## src/rtl/xfer_exec_regs.svh

```systemverilog
`ifndef XFER_EXEC_REGS_SVH
`define XFER_EXEC_REGS_SVH
// Opcode patterns of the decoded instruction word, nibble constants and reset values
`define OP_WR_TCTRL1   10'h20E
`define OP_WR_TCTRL2   10'h20F
`define OP_WR_TCTRL3   10'h210
`define OP_WR_TCTRL4   10'h211
`define OP_WR_TCTRL5   10'h212
`define OP_WR_TCTRL6   10'h213
`define OP_WDOG_CLR    10'h2A0
`define OP_ACC_FROM_B  10'h01E
`define OP_ACC_TO_B    10'h00E
`define OP_Y_TO_ACC    10'h01F
`define OP_ACC_TO_Y    10'h00C
`define OP_PAIR_WR     10'h01A
`define OP_PAIR_RD     10'h02A
`define OP_PAGE_WR     10'h029
`define OP_PAGE_RD     10'h051
`define OP_Z_RD        10'h053
`define OP_X_RD        10'h052
`define OP_SP_RD       10'h050
`define OP_INC_Y       10'h013
`define OP_DEC_Y       10'h017
`define OP_Z_IMM_HI    8'h12
`define OP_MEM_LD_HI   6'h2C
`define OP_MEM_SW_HI   6'h2D
`define OP_MEM_SWD_HI  6'h2F
`define OP_MEM_SWI_HI  6'h2E
`define OP_MEM_ST_HI   6'h2B
`define OP_XY_IMM_HI   2'h3
`define NIB_ZERO       4'h0
`define NIB_ALL_ONES   4'hF
`define RST_E          8'h00
`define RST_D          3'h0
`endif

```

## src/rtl/xfer_exec_pkg.sv

```systemverilog
`default_nettype none
package xfer_exec_pkg;
    typedef struct packed {
        logic [3:0] acc;
        logic [3:0] b;
        logic [3:0] x;
        logic [3:0] y;
        logic [1:0] z;
    } core_regs_t;

    typedef struct packed {
        logic       we;
        logic [3:0] wdata;
    } ram_wr_t;
endpackage
`default_nettype wire

```

## src/rtl/skip_ctrl.sv

```systemverilog
`timescale 1ns/1ps
`default_nettype none
`include "xfer_exec_regs.svh"
module skip_ctrl (
    input wire logic i_mclk,
    input wire logic i_rst,
    input wire logic i_valid,
    input wire logic i_skip_req,
    input wire logic i_is_xy_imm,
    output logic o_suppress,
    output logic o_skip_reg
);
    logic skip_reg;
    logic last_xy_reg;

    // Current instruction is void if a skip was requested or it repeats an immediate X/Y load
    assign o_suppress = skip_reg || (i_is_xy_imm && last_xy_reg);
    assign o_skip_reg = skip_reg;

    always_ff @(posedge i_mclk) begin
        if (i_rst) begin
            skip_reg <= 1'b0;
        end else if (i_valid) begin
            skip_reg <= i_skip_req && !o_suppress;
        end
    end

    // Chain of back-to-back immediate loads, broken by any other instruction
    always_ff @(posedge i_mclk) begin
        if (i_rst) begin
            last_xy_reg <= 1'b0;
        end else if (i_valid) begin
            last_xy_reg <= i_is_xy_imm;
        end
    end
endmodule
`default_nettype wire

```

## src/rtl/xfer_exec.sv

```systemverilog
`timescale 1ns/1ps
`default_nettype none
`include "xfer_exec_regs.svh"
module xfer_exec (
    input wire logic i_mclk,
    input wire logic i_rst,
    input wire logic i_valid,
    input wire logic [9:0] i_instr,
    input wire logic [3:0] i_ram_rdata,
    input wire logic [2:0] i_call_stack_pointer,
    input wire logic i_watchdog_flag_one,
    output logic [3:0] o_acc,
    output logic [3:0] o_b,
    output logic [3:0] o_xpointer,
    output logic [3:0] o_ypointer,
    output logic [1:0] o_zpointer,
    output logic [7:0] o_pair_reg,
    output logic [2:0] o_page_reg,
    output logic [23:0] o_timer_ctrl,
    output logic o_ram_we,
    output logic [3:0] o_ram_wdata,
    output logic o_watchdog_clear,
    output logic o_skip_pending
);
    // ****************************************
    // Decode
    // ****************************************
    xfer_exec_pkg::core_regs_t r_reg;
    xfer_exec_pkg::ram_wr_t ram_reg;
    logic [7:0] e_reg;
    logic [2:0] d_reg;
    logic [23:0] tctrl_reg;
    logic wclr_reg;
    logic suppress;
    logic skip_q;
    logic skip_req;
    logic go;
    logic [3:0] j;
    logic [3:0] y_inc;
    logic [3:0] y_dec;
    logic is_ld, is_sw, is_swd, is_swi, is_st, is_mem, is_xy;
    logic [5:0] tw_hit;

    assign j = i_instr[3:0];
    assign y_inc = r_reg.y + 4'h1;
    assign y_dec = r_reg.y - 4'h1;
    assign is_ld = i_instr[9:4] == `OP_MEM_LD_HI;
    assign is_sw = i_instr[9:4] == `OP_MEM_SW_HI;
    assign is_swd = i_instr[9:4] == `OP_MEM_SWD_HI;
    assign is_swi = i_instr[9:4] == `OP_MEM_SWI_HI;
    assign is_st = i_instr[9:4] == `OP_MEM_ST_HI;
    assign is_mem = is_ld || is_sw || is_swd || is_swi || is_st;
    assign is_xy = i_instr[9:8] == `OP_XY_IMM_HI;
    assign go = i_valid && !suppress;

    assign tw_hit[0] = i_instr == `OP_WR_TCTRL1;
    assign tw_hit[1] = i_instr == `OP_WR_TCTRL2;
    assign tw_hit[2] = i_instr == `OP_WR_TCTRL3;
    assign tw_hit[3] = i_instr == `OP_WR_TCTRL4;
    assign tw_hit[4] = i_instr == `OP_WR_TCTRL5;
    assign tw_hit[5] = i_instr == `OP_WR_TCTRL6;

    // Skip requests from the instructions handled here
    always_comb begin
        skip_req = 1'b0;
        if (i_instr == `OP_WDOG_CLR) begin
            skip_req = i_watchdog_flag_one;
        end else if (i_instr == `OP_INC_Y || is_swi) begin
            skip_req = y_inc == `NIB_ZERO;
        end else if (i_instr == `OP_DEC_Y || is_swd) begin
            skip_req = y_dec == `NIB_ALL_ONES;
        end
    end

    skip_ctrl u_skip (
        .i_mclk(i_mclk),
        .i_rst(i_rst),
        .i_valid(i_valid),
        .i_skip_req(skip_req),
        .i_is_xy_imm(is_xy),
        .o_suppress(suppress),
        .o_skip_reg(skip_q)
    );

    // ****************************************
    // Accumulator and B
    // ****************************************
    always_ff @(posedge i_mclk) begin
        if (i_rst) begin
            r_reg.acc <= `NIB_ZERO;
        end else if (go) begin
            if (is_ld || is_sw || is_swd || is_swi) begin
                r_reg.acc <= i_ram_rdata;
            end else if (i_instr == `OP_ACC_FROM_B) begin
                r_reg.acc <= r_reg.b;
            end else if (i_instr == `OP_Y_TO_ACC) begin
                r_reg.acc <= r_reg.y;
            end else if (i_instr == `OP_X_RD) begin
                r_reg.acc <= r_reg.x;
            end else if (i_instr == `OP_PAIR_RD) begin
                r_reg.acc <= e_reg[3:0];
            end else if (i_instr == `OP_PAGE_RD) begin
                r_reg.acc <= {1'b0, d_reg};
            end else if (i_instr == `OP_Z_RD) begin
                r_reg.acc <= {2'b00, r_reg.z};
            end else if (i_instr == `OP_SP_RD) begin
                r_reg.acc <= {1'b0, i_call_stack_pointer};
            end
        end
    end

    always_ff @(posedge i_mclk) begin
        if (i_rst) begin
            r_reg.b <= `NIB_ZERO;
        end else if (go) begin
            if (i_instr == `OP_ACC_TO_B) begin
                r_reg.b <= r_reg.acc;
            end else if (i_instr == `OP_PAIR_RD) begin
                r_reg.b <= e_reg[7:4];
            end
        end
    end

    // ****************************************
    // Data pointer
    // ****************************************
    always_ff @(posedge i_mclk) begin
        if (i_rst) begin
            r_reg.x <= `NIB_ZERO;
        end else if (go) begin
            if (is_mem) begin
                r_reg.x <= r_reg.x ^ j;
            end else if (is_xy) begin
                r_reg.x <= i_instr[7:4];
            end
        end
    end

    always_ff @(posedge i_mclk) begin
        if (i_rst) begin
            r_reg.y <= `NIB_ZERO;
        end else if (go) begin
            if (i_instr == `OP_INC_Y || is_swi) begin
                r_reg.y <= y_inc;
            end else if (i_instr == `OP_DEC_Y || is_swd) begin
                r_reg.y <= y_dec;
            end else if (i_instr == `OP_ACC_TO_Y) begin
                r_reg.y <= r_reg.acc;
            end else if (is_xy) begin
                r_reg.y <= i_instr[3:0];
            end
        end
    end

    always_ff @(posedge i_mclk) begin
        if (i_rst) begin
            r_reg.z <= 2'b00;
        end else if (go && i_instr[9:2] == `OP_Z_IMM_HI) begin
            r_reg.z <= i_instr[1:0];
        end
    end

    // ****************************************
    // Pair and page registers
    // ****************************************
    always_ff @(posedge i_mclk) begin
        if (i_rst) begin
            e_reg <= `RST_E;
        end else if (go && i_instr == `OP_PAIR_WR) begin
            e_reg <= {r_reg.b, r_reg.acc};
        end
    end

    always_ff @(posedge i_mclk) begin
        if (i_rst) begin
            d_reg <= `RST_D;
        end else if (go && i_instr == `OP_PAGE_WR) begin
            d_reg <= r_reg.acc[2:0];
        end
    end

    // ****************************************
    // Timer control registers
    // ****************************************
    genvar g;
    generate
        for (g = 0; g < 6; g++) begin : g_tw
            always_ff @(posedge i_mclk) begin
                if (i_rst) begin
                    tctrl_reg[g*4 +: 4] <= `NIB_ZERO;
                end else if (go && tw_hit[g]) begin
                    tctrl_reg[g*4 +: 4] <= r_reg.acc;
                end
            end
        end
    endgenerate

    // ****************************************
    // RAM write and watchdog clear
    // ****************************************
    // Write data is the accumulator before this instruction's swap
    always_ff @(posedge i_mclk) begin
        if (i_rst) begin
            ram_reg <= '0;
        end else begin
            ram_reg.we <= go && (is_sw || is_swd || is_swi || is_st);
            ram_reg.wdata <= r_reg.acc;
        end
    end

    // Flag clear only when the skip is taken, so a clear flag stays untouched
    always_ff @(posedge i_mclk) begin
        if (i_rst) begin
            wclr_reg <= 1'b0;
        end else begin
            wclr_reg <= go && i_instr == `OP_WDOG_CLR && i_watchdog_flag_one;
        end
    end

    assign o_acc = r_reg.acc;
    assign o_b = r_reg.b;
    assign o_xpointer = r_reg.x;
    assign o_ypointer = r_reg.y;
    assign o_zpointer = r_reg.z;
    assign o_pair_reg = e_reg;
    assign o_page_reg = d_reg;
    assign o_timer_ctrl = tctrl_reg;
    assign o_ram_we = ram_reg.we;
    assign o_ram_wdata = ram_reg.wdata;
    assign o_watchdog_clear = wclr_reg;
    assign o_skip_pending = skip_q;
endmodule
`default_nettype wire

```

## config.mk

```make
export PLATFORM = sky130hd
export DESIGN_NAME = xfer_exec
export DESIGN_NICKNAME = d
export VERILOG_FILES = /design/src/rtl/xfer_exec_pkg.sv /design/src/rtl/skip_ctrl.sv /design/src/rtl/xfer_exec.sv
export VERILOG_INCLUDE_DIRS = /design/src /design/src/rtl
export SDC_FILE = /design/constraint.sdc
export NUM_CORES = 1
export LEC_CHECK = 0
export ABC_AREA = 1
export ABC_CLOCK_PERIOD_IN_PS = 2800
export BUFFER_PORTS_ARGS = -buffer_cell sky130_fd_sc_hd__buf_2
export CAP_MARGIN = 20
export CORE_ASPECT_RATIO = 1.1
export CORE_MARGIN = 2
export CORE_UTILIZATION = 40
export DETAILED_ROUTE_END_ITERATION = 12
export SLEW_MARGIN = 30
export SYNTH_ARGS = -nofsm -noshare
export SYNTH_HDL_FRONTEND = slang
export SYNTH_SLANG_ARGS = --single-unit
```

## constraint.sdc

```tcl
create_clock -name i_mclk -period 2.8 [get_ports i_mclk]
set_input_delay 0.7 -clock i_mclk [delete_from_list [all_inputs] [get_ports i_mclk]]
set_output_delay 0.7 -clock i_mclk [all_outputs]
set_load 0.05 [all_outputs]
```

==> metrics.txt, run 1 <==
# TYPE chip_impl_metric gauge
chip_impl_info{name="endpoint_kind",value="primary output"} 1
chip_impl_info{name="run_status",value="finished clean"} 1
chip_impl_info{name="class_of_the_tightest_hold_or_removal_check",value="reg -> reg"} 1
chip_impl_metric{name="clock_tree.htree_level_count",unit=""} 3
chip_impl_metric{name="ant_nets",unit=""} 0
chip_impl_metric{name="fp-row-count",unit=""} 34
chip_impl_metric{name="postLayoutCellArea",unit="µm²"} 4040
chip_impl_metric{name="syn_area",unit="µm²"} 3290
chip_impl_info{name="yosys_most_used_dff",value="dfxtp_1"} 1
chip_impl_metric{name="synth_seq_cells",unit=""} 61
chip_impl_metric{name="final_util",unit="%"} 50.7
chip_impl_info{name="synthTopCellsByArea",value="dfxtp_1 (37%), nand2_1 (9.4%), inv_1 (6.8%)"} 1
chip_impl_metric{name="num_io_pins",unit=""} 81
chip_impl_metric{name="maxSlewViolCount",unit=""} 0
chip_impl_metric{name="floorplan.die.height",unit="µm"} 99.1
chip_impl_metric{name="yosysWarningCount",unit=""} 0
chip_impl_metric{name="synth_cell_type_count",unit=""} 36
chip_impl_metric{name="worst-endpoint-arrival",unit="ns"} 1.20
chip_impl_metric{name="diodes",unit=""} 0
chip_impl_metric{name="combinationalPowerShare",unit="%"} 11.5
chip_impl_metric{name="route.detailed.drc",unit=""} 0
chip_impl_metric{name="final_layout_size_suffix_gt1_share",unit="%"} 26.9
chip_impl_metric{name="drt_pre_antenna_iters",unit=""} 5
chip_impl_metric{name="final_critical_path_share_of_the_clock_period",unit="%"} 67.9
chip_impl_metric{name="mappedNetlistNets",unit=""} 484
chip_impl_metric{name="min_period",unit="ns"} 1.90
chip_impl_metric{name="final_total_power",unit="mW"} 1.84
chip_impl_metric{name="cts_hold_buf",unit=""} 0
chip_impl_metric{name="power.density",unit="nW/µm²"} 456
chip_impl_metric{name="clock_edge_transition_at_the_registers_on_the_reported_setup_and_hold_paths",unit="ns"} 0.07
chip_impl_info{name="critPathLaunchType",value="flop"} 1
chip_impl_metric{name="fmax",unit="MHz"} 526
chip_impl_metric{name="start_util",unit="%"} 41.4
chip_impl_metric{name="finalWirelength",unit="µm"} 9520
chip_impl_metric{name="largest_net_degree_at_the_start_of_global_routing",unit=""} 32
chip_impl_metric{name="power.ir.vdd_worst",unit="µV"} 185
chip_impl_metric{name="cts_made_buffers",unit=""} 9
chip_impl_metric{name="route.detailed.wl_per_inst",unit="µm"} 14.4
chip_impl_metric{name="dieWidth",unit="µm"} 90.5
chip_impl_metric{name="syn_to_final_growth",unit="%"} 22.6
chip_impl_info{name="yosys.area.top_type",value="dfxtp_1"} 1
chip_impl_metric{name="clk_path_buf_depth",unit=""} 2
chip_impl_metric{name="hold_viol_final",unit=""} 0
chip_impl_info{name="crit_family",value="flip-flops"} 1
chip_impl_metric{name="max_slew.worst_pin.slew",unit="ns"} 0.507
chip_impl_metric{name="worst-path-max-fanout",unit=""} 7
chip_impl_metric{name="clock_sink_count",unit=""} 61
chip_impl_metric{name="grt_antenna_before_repair",unit=""} 0
chip_impl_metric{name="detail_route.vias_per_cell",unit=""} 4.92
chip_impl_metric{name="synth_edf_count",unit=""} 0
chip_impl_metric{name="maxCapViolations",unit=""} 0
chip_impl_metric{name="place.detailed.hpwl",unit="µm"} 7410
chip_impl_metric{name="initialDrtViolationCount",unit=""} 135
chip_impl_metric{name="cp_num_buf_inv",unit=""} 1
chip_impl_info{name="setup_repair_after_global_routing_missed_its_margin",value="no"} 1
chip_impl_metric{name="max_slew_margin",unit="%"} 65.9
chip_impl_metric{name="overflow",unit=""} 0
chip_impl_metric{name="fill_cells",unit=""} 846
chip_impl_metric{name="area_of_the_die",unit="µm²"} 8970
chip_impl_metric{name="leakage",unit="nW"} 2.00
chip_impl_metric{name="multi_input_combinational_cell_area",unit="µm²"} 1780
chip_impl_metric{name="switching_share",unit="%"} 30.0
chip_impl_metric{name="syn-mean-instance-area",unit="µm²"} 7.17
chip_impl_metric{name="wire_length_of_the_first_global_routing_pass",unit="µm"} 15500
chip_impl_metric{name="final.hold.worst_slack",unit="ns"} 0.440
chip_impl_metric{name="setup_viol",unit=""} 0
chip_impl_metric{name="detailroute.via_count",unit=""} 3257
chip_impl_metric{name="buffer_ports.inserted",unit=""} 80
chip_impl_metric{name="coreArea",unit="µm²"} 7960
chip_impl_metric{name="synth_sequential_area_ratio",unit="%"} 37.1
chip_impl_metric{name="finalWeightedCongestion",unit=""} 0.982
chip_impl_metric{name="seq_area",unit="µm²"} 1220
chip_impl_info{name="synth_most_common_cell",value="nand2_1"} 1
chip_impl_metric{name="yosys.area.top_type_share",unit="%"} 37.1
chip_impl_metric{name="critical_path.max_stage_delay",unit="ns"} 0.52
chip_impl_metric{name="global_route.usage.total",unit="%"} 22.0
chip_impl_metric{name="number_of_setup_buffers_added_after_cts",unit=""} 0
chip_impl_metric{name="clock_power_share",unit="%"} 40.2
chip_impl_info{name="clock_tree_from_tritoncts",value="built"} 1
chip_impl_metric{name="finalClockSkew",unit="ns"} 0.0148
chip_impl_metric{name="setup_tns",unit="ns"} 0
chip_impl_metric{name="largest_register_ffs",unit=""} 24
chip_impl_metric{name="placed_area",unit="µm²"} 3850
chip_impl_metric{name="final_nets",unit=""} 574
chip_impl_metric{name="synth_async_sr_flop_share",unit="%"} 0
chip_impl_metric{name="first_global_vias",unit=""} 3109
chip_impl_info{name="netlist_top_cells_count",value="nand2_1 (82), dfxtp_1 (61), inv_1 (60)"} 1
chip_impl_info{name="cpMaxStageDelayCell",value="dfxtp_1"} 1
chip_impl_metric{name="power_frac_seq",unit="%"} 48.2
chip_impl_info{name="worst-setup-path-type",value="reg -> out"} 1
chip_impl_info{name="root_buffer",value="clkbuf_8"} 1
chip_impl_metric{name="netSwitchingPower",unit="µW"} 551
chip_impl_metric{name="worstPathRequired",unit="ns"} 2.10
chip_impl_metric{name="int_power",unit="mW"} 1.29
chip_impl_metric{name="worst_skew_pair.late_latency",unit="ns"} 0.35
chip_impl_metric{name="postCtsResizedCells",unit=""} 0
chip_impl_metric{name="syn_inst",unit=""} 459
chip_impl_info{name="cp_cell_sequence",value="buf_2"} 1
power by group through the flow:
stage	clock network (mW)	logic [mW]	registers [mW]
2_1_floorplan	0	0.115	0.934
3_3_place_gp	0	0.212	0.908
3_5_place_dp	0	0.211	0.908
4_1_cts	0.752	0.213	0.888
5_1_grt	0.796	0.234	0.890
6_report	0.740	0.212	0.888
cells by family after synthesis:
| group | synth area share [%] |
|---|---|
| flip-flops | 37.1 |
| XOR/XNOR | 1.86 |
| AO/OA/AOI/OAI | 17.4 |
| buffers and inverters | 8.97 |
| AND/OR/NAND/NOR | 33.1 |
| adder cells (fa/ha/maj) | 1.52 |
cells in the final DEF (no fill, tap or decap), drive strengths merged:
cell,n
nand2,95
buf,87
inv,70
nor2,65
dfxtp,61
o21ai,50
a21oi,37
nand3,32
clkbuf,10
a211oi,8
xor2,7
nand4,6
a31oi,6
nor3,6
ha,4
clkinv,4
nor4,3
a21boi,1
o211ai,1
nand3b,1
stage by stage:
stage          instances  setup slack (ns)
2_1_floorplan        459             0.993
3_3_place_gp         646             0.600
3_5_place_dp         646             0.602
4_1_cts              662             0.880
5_1_grt              662             0.750
6_report             662             0.899
final cells by class:
| type | instances | area share [%] |
|---|---|---|
| clock inverters | 6 | 1.12 |
| clock buffers | 10 | 3.41 |
| multi-input cells | 322 | 44.0 |
| well taps | 108 | 3.35 |
| flip-flops and latches | 61 | 30.3 |
| inverters | 68 | 6.33 |
| repair buffers | 87 | 11.5 |
tightest hold or removal path: cells and delay by family (launching register included):
| kind | cells | cell delay, ns |
|---|---|---|
| AOI/OAI and AO/OA | 1 | 0.05 |
| DFF | 1 | 0.31 |
| buffers and inverters | 1 | 0.04 |
path summary, 6_finish.rpt:
kind / cells after the start / end / start / slack (ns)
worst max-delay path: 1 / o_acc[0] / o_acc[0] / 0.90
worst min-delay path: 2 / o_timer_ctrl[14] / o_timer_ctrl[14] / 0.44
worst max register to register: 6 / o_timer_ctrl[12] / u_skip.o_skip_reg / 1.15
worst min register to register: 2 / o_timer_ctrl[14] / o_timer_ctrl[14] / 0.44
metal layers:
metal | vias to the layer above | global-route usage [%] | wire (µm)
li1 | 1672 | - | -
met1 | 1477 | 28.4 | 4390
met2 | 85 | 35.6 | 4410
met3 | 23 | 4.92 | 452
met4 | 0 | 9.35 | 265
met5 | - | 0 | 0
(Power assumes the default switching activity.)
==> run 2: changes to the inputs <==
Settings changed: ABC_CLOCK_PERIOD_IN_PS 2800 to 1570, PLACE_DENSITY set to 0.65.
Clock period 2.8 ns to 1.57 ns, I/O delays scaled along.
==> run 2 against run 1 <==
Net effect:
- global-route usage up 1.6 points
- total power increased by 82%
- sequential cell count is the same
- setup slack got worse by 0.85 ns
- cell count rose by 11%
- clock skew shrank 0.0047 ns
- first-iteration DRC count increased by 35%
- largest power group unchanged
- highest routed layer unchanged
==> metrics.txt, run 2 (same netlist as run 1, synthesis figures left out) <==
# TYPE chip_impl_metric gauge
chip_impl_info{name="run_status",value="finished clean"} 1
chip_impl_metric{name="drt_pre_antenna_iters",unit=""} 5
chip_impl_info{name="cp_cell_sequence",value="clkbuf_4"} 1
chip_impl_metric{name="clock_edge_transition_at_the_registers_on_the_reported_setup_and_hold_paths",unit="ns"} 0.08
chip_impl_metric{name="cts_hold_buf",unit=""} 0
chip_impl_info{name="root_buffer",value="clkbuf_8"} 1
chip_impl_metric{name="area_of_the_die",unit="µm²"} 8970
chip_impl_metric{name="setup_viol",unit=""} 0
chip_impl_info{name="crit-reg2reg-launch",value="u_skip.o_skip_reg"} 1
chip_impl_metric{name="worst_skew_pair.late_latency",unit="ns"} 0.35
chip_impl_info{name="worst-setup-path-type",value="reg -> out"} 1
chip_impl_metric{name="first_global_vias",unit=""} 3346
chip_impl_metric{name="num_io_pins",unit=""} 81
chip_impl_metric{name="route.detailed.drc",unit=""} 0
chip_impl_metric{name="worst-path-max-fanout",unit=""} 4
chip_impl_metric{name="clock_sink_count",unit=""} 61
chip_impl_metric{name="finalClockSkew",unit="ns"} 0.0101
chip_impl_metric{name="reg2regPathDepth",unit=""} 7
chip_impl_info{name="setup_repair_after_global_routing_missed_its_margin",value="no"} 1
chip_impl_metric{name="wire_length_of_the_first_global_routing_pass",unit="µm"} 16600
chip_impl_info{name="critPathLaunchType",value="flop"} 1
chip_impl_metric{name="ant_nets",unit=""} 0
chip_impl_metric{name="number_of_setup_buffers_added_after_cts",unit=""} 0
chip_impl_metric{name="hold_viol_final",unit=""} 0
chip_impl_metric{name="leakage",unit="nW"} 2.37
chip_impl_metric{name="final_layout_size_suffix_gt1_share",unit="%"} 36.4
chip_impl_metric{name="finalWeightedCongestion",unit=""} 0.905
chip_impl_metric{name="ff2ff_setup_slack",unit="ns"} 0.10
chip_impl_metric{name="largest_net_degree_at_the_start_of_global_routing",unit=""} 38
chip_impl_metric{name="diodes",unit=""} 0
chip_impl_metric{name="dieWidth",unit="µm"} 90.5
chip_impl_metric{name="setup_tns",unit="ns"} 0
chip_impl_metric{name="grt_antenna_before_repair",unit=""} 0
chip_impl_info{name="hold_start",value="i_valid"} 1
chip_impl_metric{name="floorplan.die.height",unit="µm"} 99.1
chip_impl_info{name="worst_hold_path_endpoint",value="u_skip.last_xy_reg"} 1
chip_impl_info{name="crit_family",value="flip-flops"} 1
chip_impl_metric{name="critical_path.max_stage_delay",unit="ns"} 0.48
chip_impl_metric{name="worst-endpoint-arrival",unit="ns"} 1.13
chip_impl_metric{name="fp-row-count",unit=""} 34
chip_impl_info{name="class_of_the_tightest_hold_or_removal_check",value="in -> reg"} 1
chip_impl_info{name="commonest_cells_after_routing_fill_and_taps_aside",value="nand2_1 (82), buf_2 (76), buf_4 (75), inv_1 (59), dfxtp_1 (57)"} 1
chip_impl_metric{name="buffer_ports.inserted",unit=""} 80
chip_impl_metric{name="detail_route.vias_per_cell",unit=""} 4.88
chip_impl_metric{name="clk_path_buf_depth",unit=""} 2
chip_impl_metric{name="overflow",unit=""} 0
chip_impl_metric{name="hold-path-cell-count",unit=""} 3
chip_impl_metric{name="maxCapViolations",unit=""} 0
chip_impl_metric{name="largest_register_ffs",unit=""} 24
chip_impl_metric{name="route.detailed.wl_per_inst",unit="µm"} 13.9
chip_impl_metric{name="coreArea",unit="µm²"} 7960
chip_impl_metric{name="final_nets",unit=""} 646
chip_impl_metric{name="place.detailed.hpwl",unit="µm"} 8160
chip_impl_info{name="endpoint_kind",value="primary output"} 1
chip_impl_metric{name="detailroute.via_count",unit=""} 3579
chip_impl_metric{name="fmax",unit="MHz"} 656
chip_impl_metric{name="finalWirelength",unit="µm"} 10200
chip_impl_metric{name="syn_to_final_growth",unit="%"} 40.9
chip_impl_metric{name="maxSlewViolCount",unit=""} 0
chip_impl_info{name="timing.rr.end",value="o_timer_ctrl[7]"} 1
chip_impl_info{name="clock_tree_from_tritoncts",value="built"} 1
chip_impl_metric{name="final_critical_path_share_of_the_clock_period",unit="%"} 97.1
chip_impl_metric{name="min_period",unit="ns"} 1.52
chip_impl_metric{name="final_util",unit="%"} 58.3
chip_impl_metric{name="power.ir.vdd_worst",unit="µV"} 416
chip_impl_metric{name="initialDrtViolationCount",unit=""} 182
chip_impl_metric{name="global_route.usage.total",unit="%"} 23.6
chip_impl_metric{name="max_slew.worst_pin.slew",unit="ns"} 0.398
chip_impl_info{name="cpMaxStageDelayCell",value="dfxtp_1"} 1
chip_impl_metric{name="cp_num_buf_inv",unit=""} 1
chip_impl_info{name="final_common_cell",value="nand2_1"} 1
chip_impl_metric{name="max_slew_margin",unit="%"} 73.2
chip_impl_metric{name="start_util",unit="%"} 41.4
chip_impl_metric{name="clock_tree.htree_level_count",unit=""} 3
chip_impl_metric{name="cts_made_buffers",unit=""} 9
chip_impl_metric{name="worstPathRequired",unit="ns"} 1.18
chip_impl_metric{name="power.density",unit="nW/µm²"} 724
-- run 2: cell types whose count changed in the layout (fill, tap and decap cells not counted), sizes merged --
cell	before	now
clkinv	4	6
inv	70	69
buf	87	156
clkbuf	10	12
-- run 2: layout make-up --
type,count,area (µm²)
clock buffer,9,124
clock inverter,7,50.0
fill,808,3320
inverter,68,255
multi-input combinational,322,1780
sequential,61,1230
tap,108,135
timing repair buffer,159,1070
-- run 2: power breakdown --
group,internal (mW),switching (mW),total (mW)
Clock,0.580,0.696,1.28
Sequential,1.56,0.0181,1.58
Combinational,0.202,0.300,0.501
Total,2.34,1.01,3.36
-- run 2: metrics by stage --
| stage | area (µm²) | hold WS [ns] | setup WS [ns] | instances | total power, mW |
|---|---|---|---|---|---|
| 2_1_floorplan | 3300 | 0.482 | 0.0506 | 459 | 1.87 |
| 3_3_place_gp | 4450 | 0.431 | -0.188 | 718 | 2.11 |
| 3_5_place_dp | 4450 | 0.434 | -0.215 | 718 | 2.12 |
| 4_1_cts | 4630 | 0.302 | 0.00391 | 734 | 3.38 |
| 5_1_grt | 4640 | 0.317 | 0.00172 | 734 | 3.52 |
| 6_report | 4640 | 0.312 | 0.0458 | 734 | 3.36 |
-- run 2: metal layers --
layer | track usage (%) | vias up | wire (µm)
li1 | - | 1821 | -
met1 | 30.1 | 1631 | 4530
met2 | 40.1 | 115 | 4980
met3 | 5.76 | 12 | 561
met4 | 6.51 | 0 | 158
met5 | 0 | - | 0
-- run 2: worst max-delay path by stage --
| stage | depth (start not counted) | start | endpoint | slack (ns) |
|---|---|---|---|---|
| after floorplan | 8 | o_ypointer[0] | u_skip.o_skip_reg | 0.05 |
| after global placement | 14 | i_instr[8] | o_acc[2] | -0.19 |
| after detailed placement | 14 | i_instr[8] | o_acc[2] | -0.21 |
| after CTS | 1 | o_ypointer[2] | o_ypointer[2] | 0.004 |
| after global routing | 1 | o_acc[0] | o_acc[0] | 0.002 |
| final | 1 | o_acc[0] | o_acc[0] | 0.05 |
-- run 2: worst min-delay path: stages --
cell and delay [ns]:
buf_2 0.09, buf_4 0.10, a21oi_1 0.05
-- run 2: what timing repair did --
action                     in CTS  in global routing
setup endpoints to repair       1                  9
pin swaps                       0                  3
gates resized for setup         1                  7
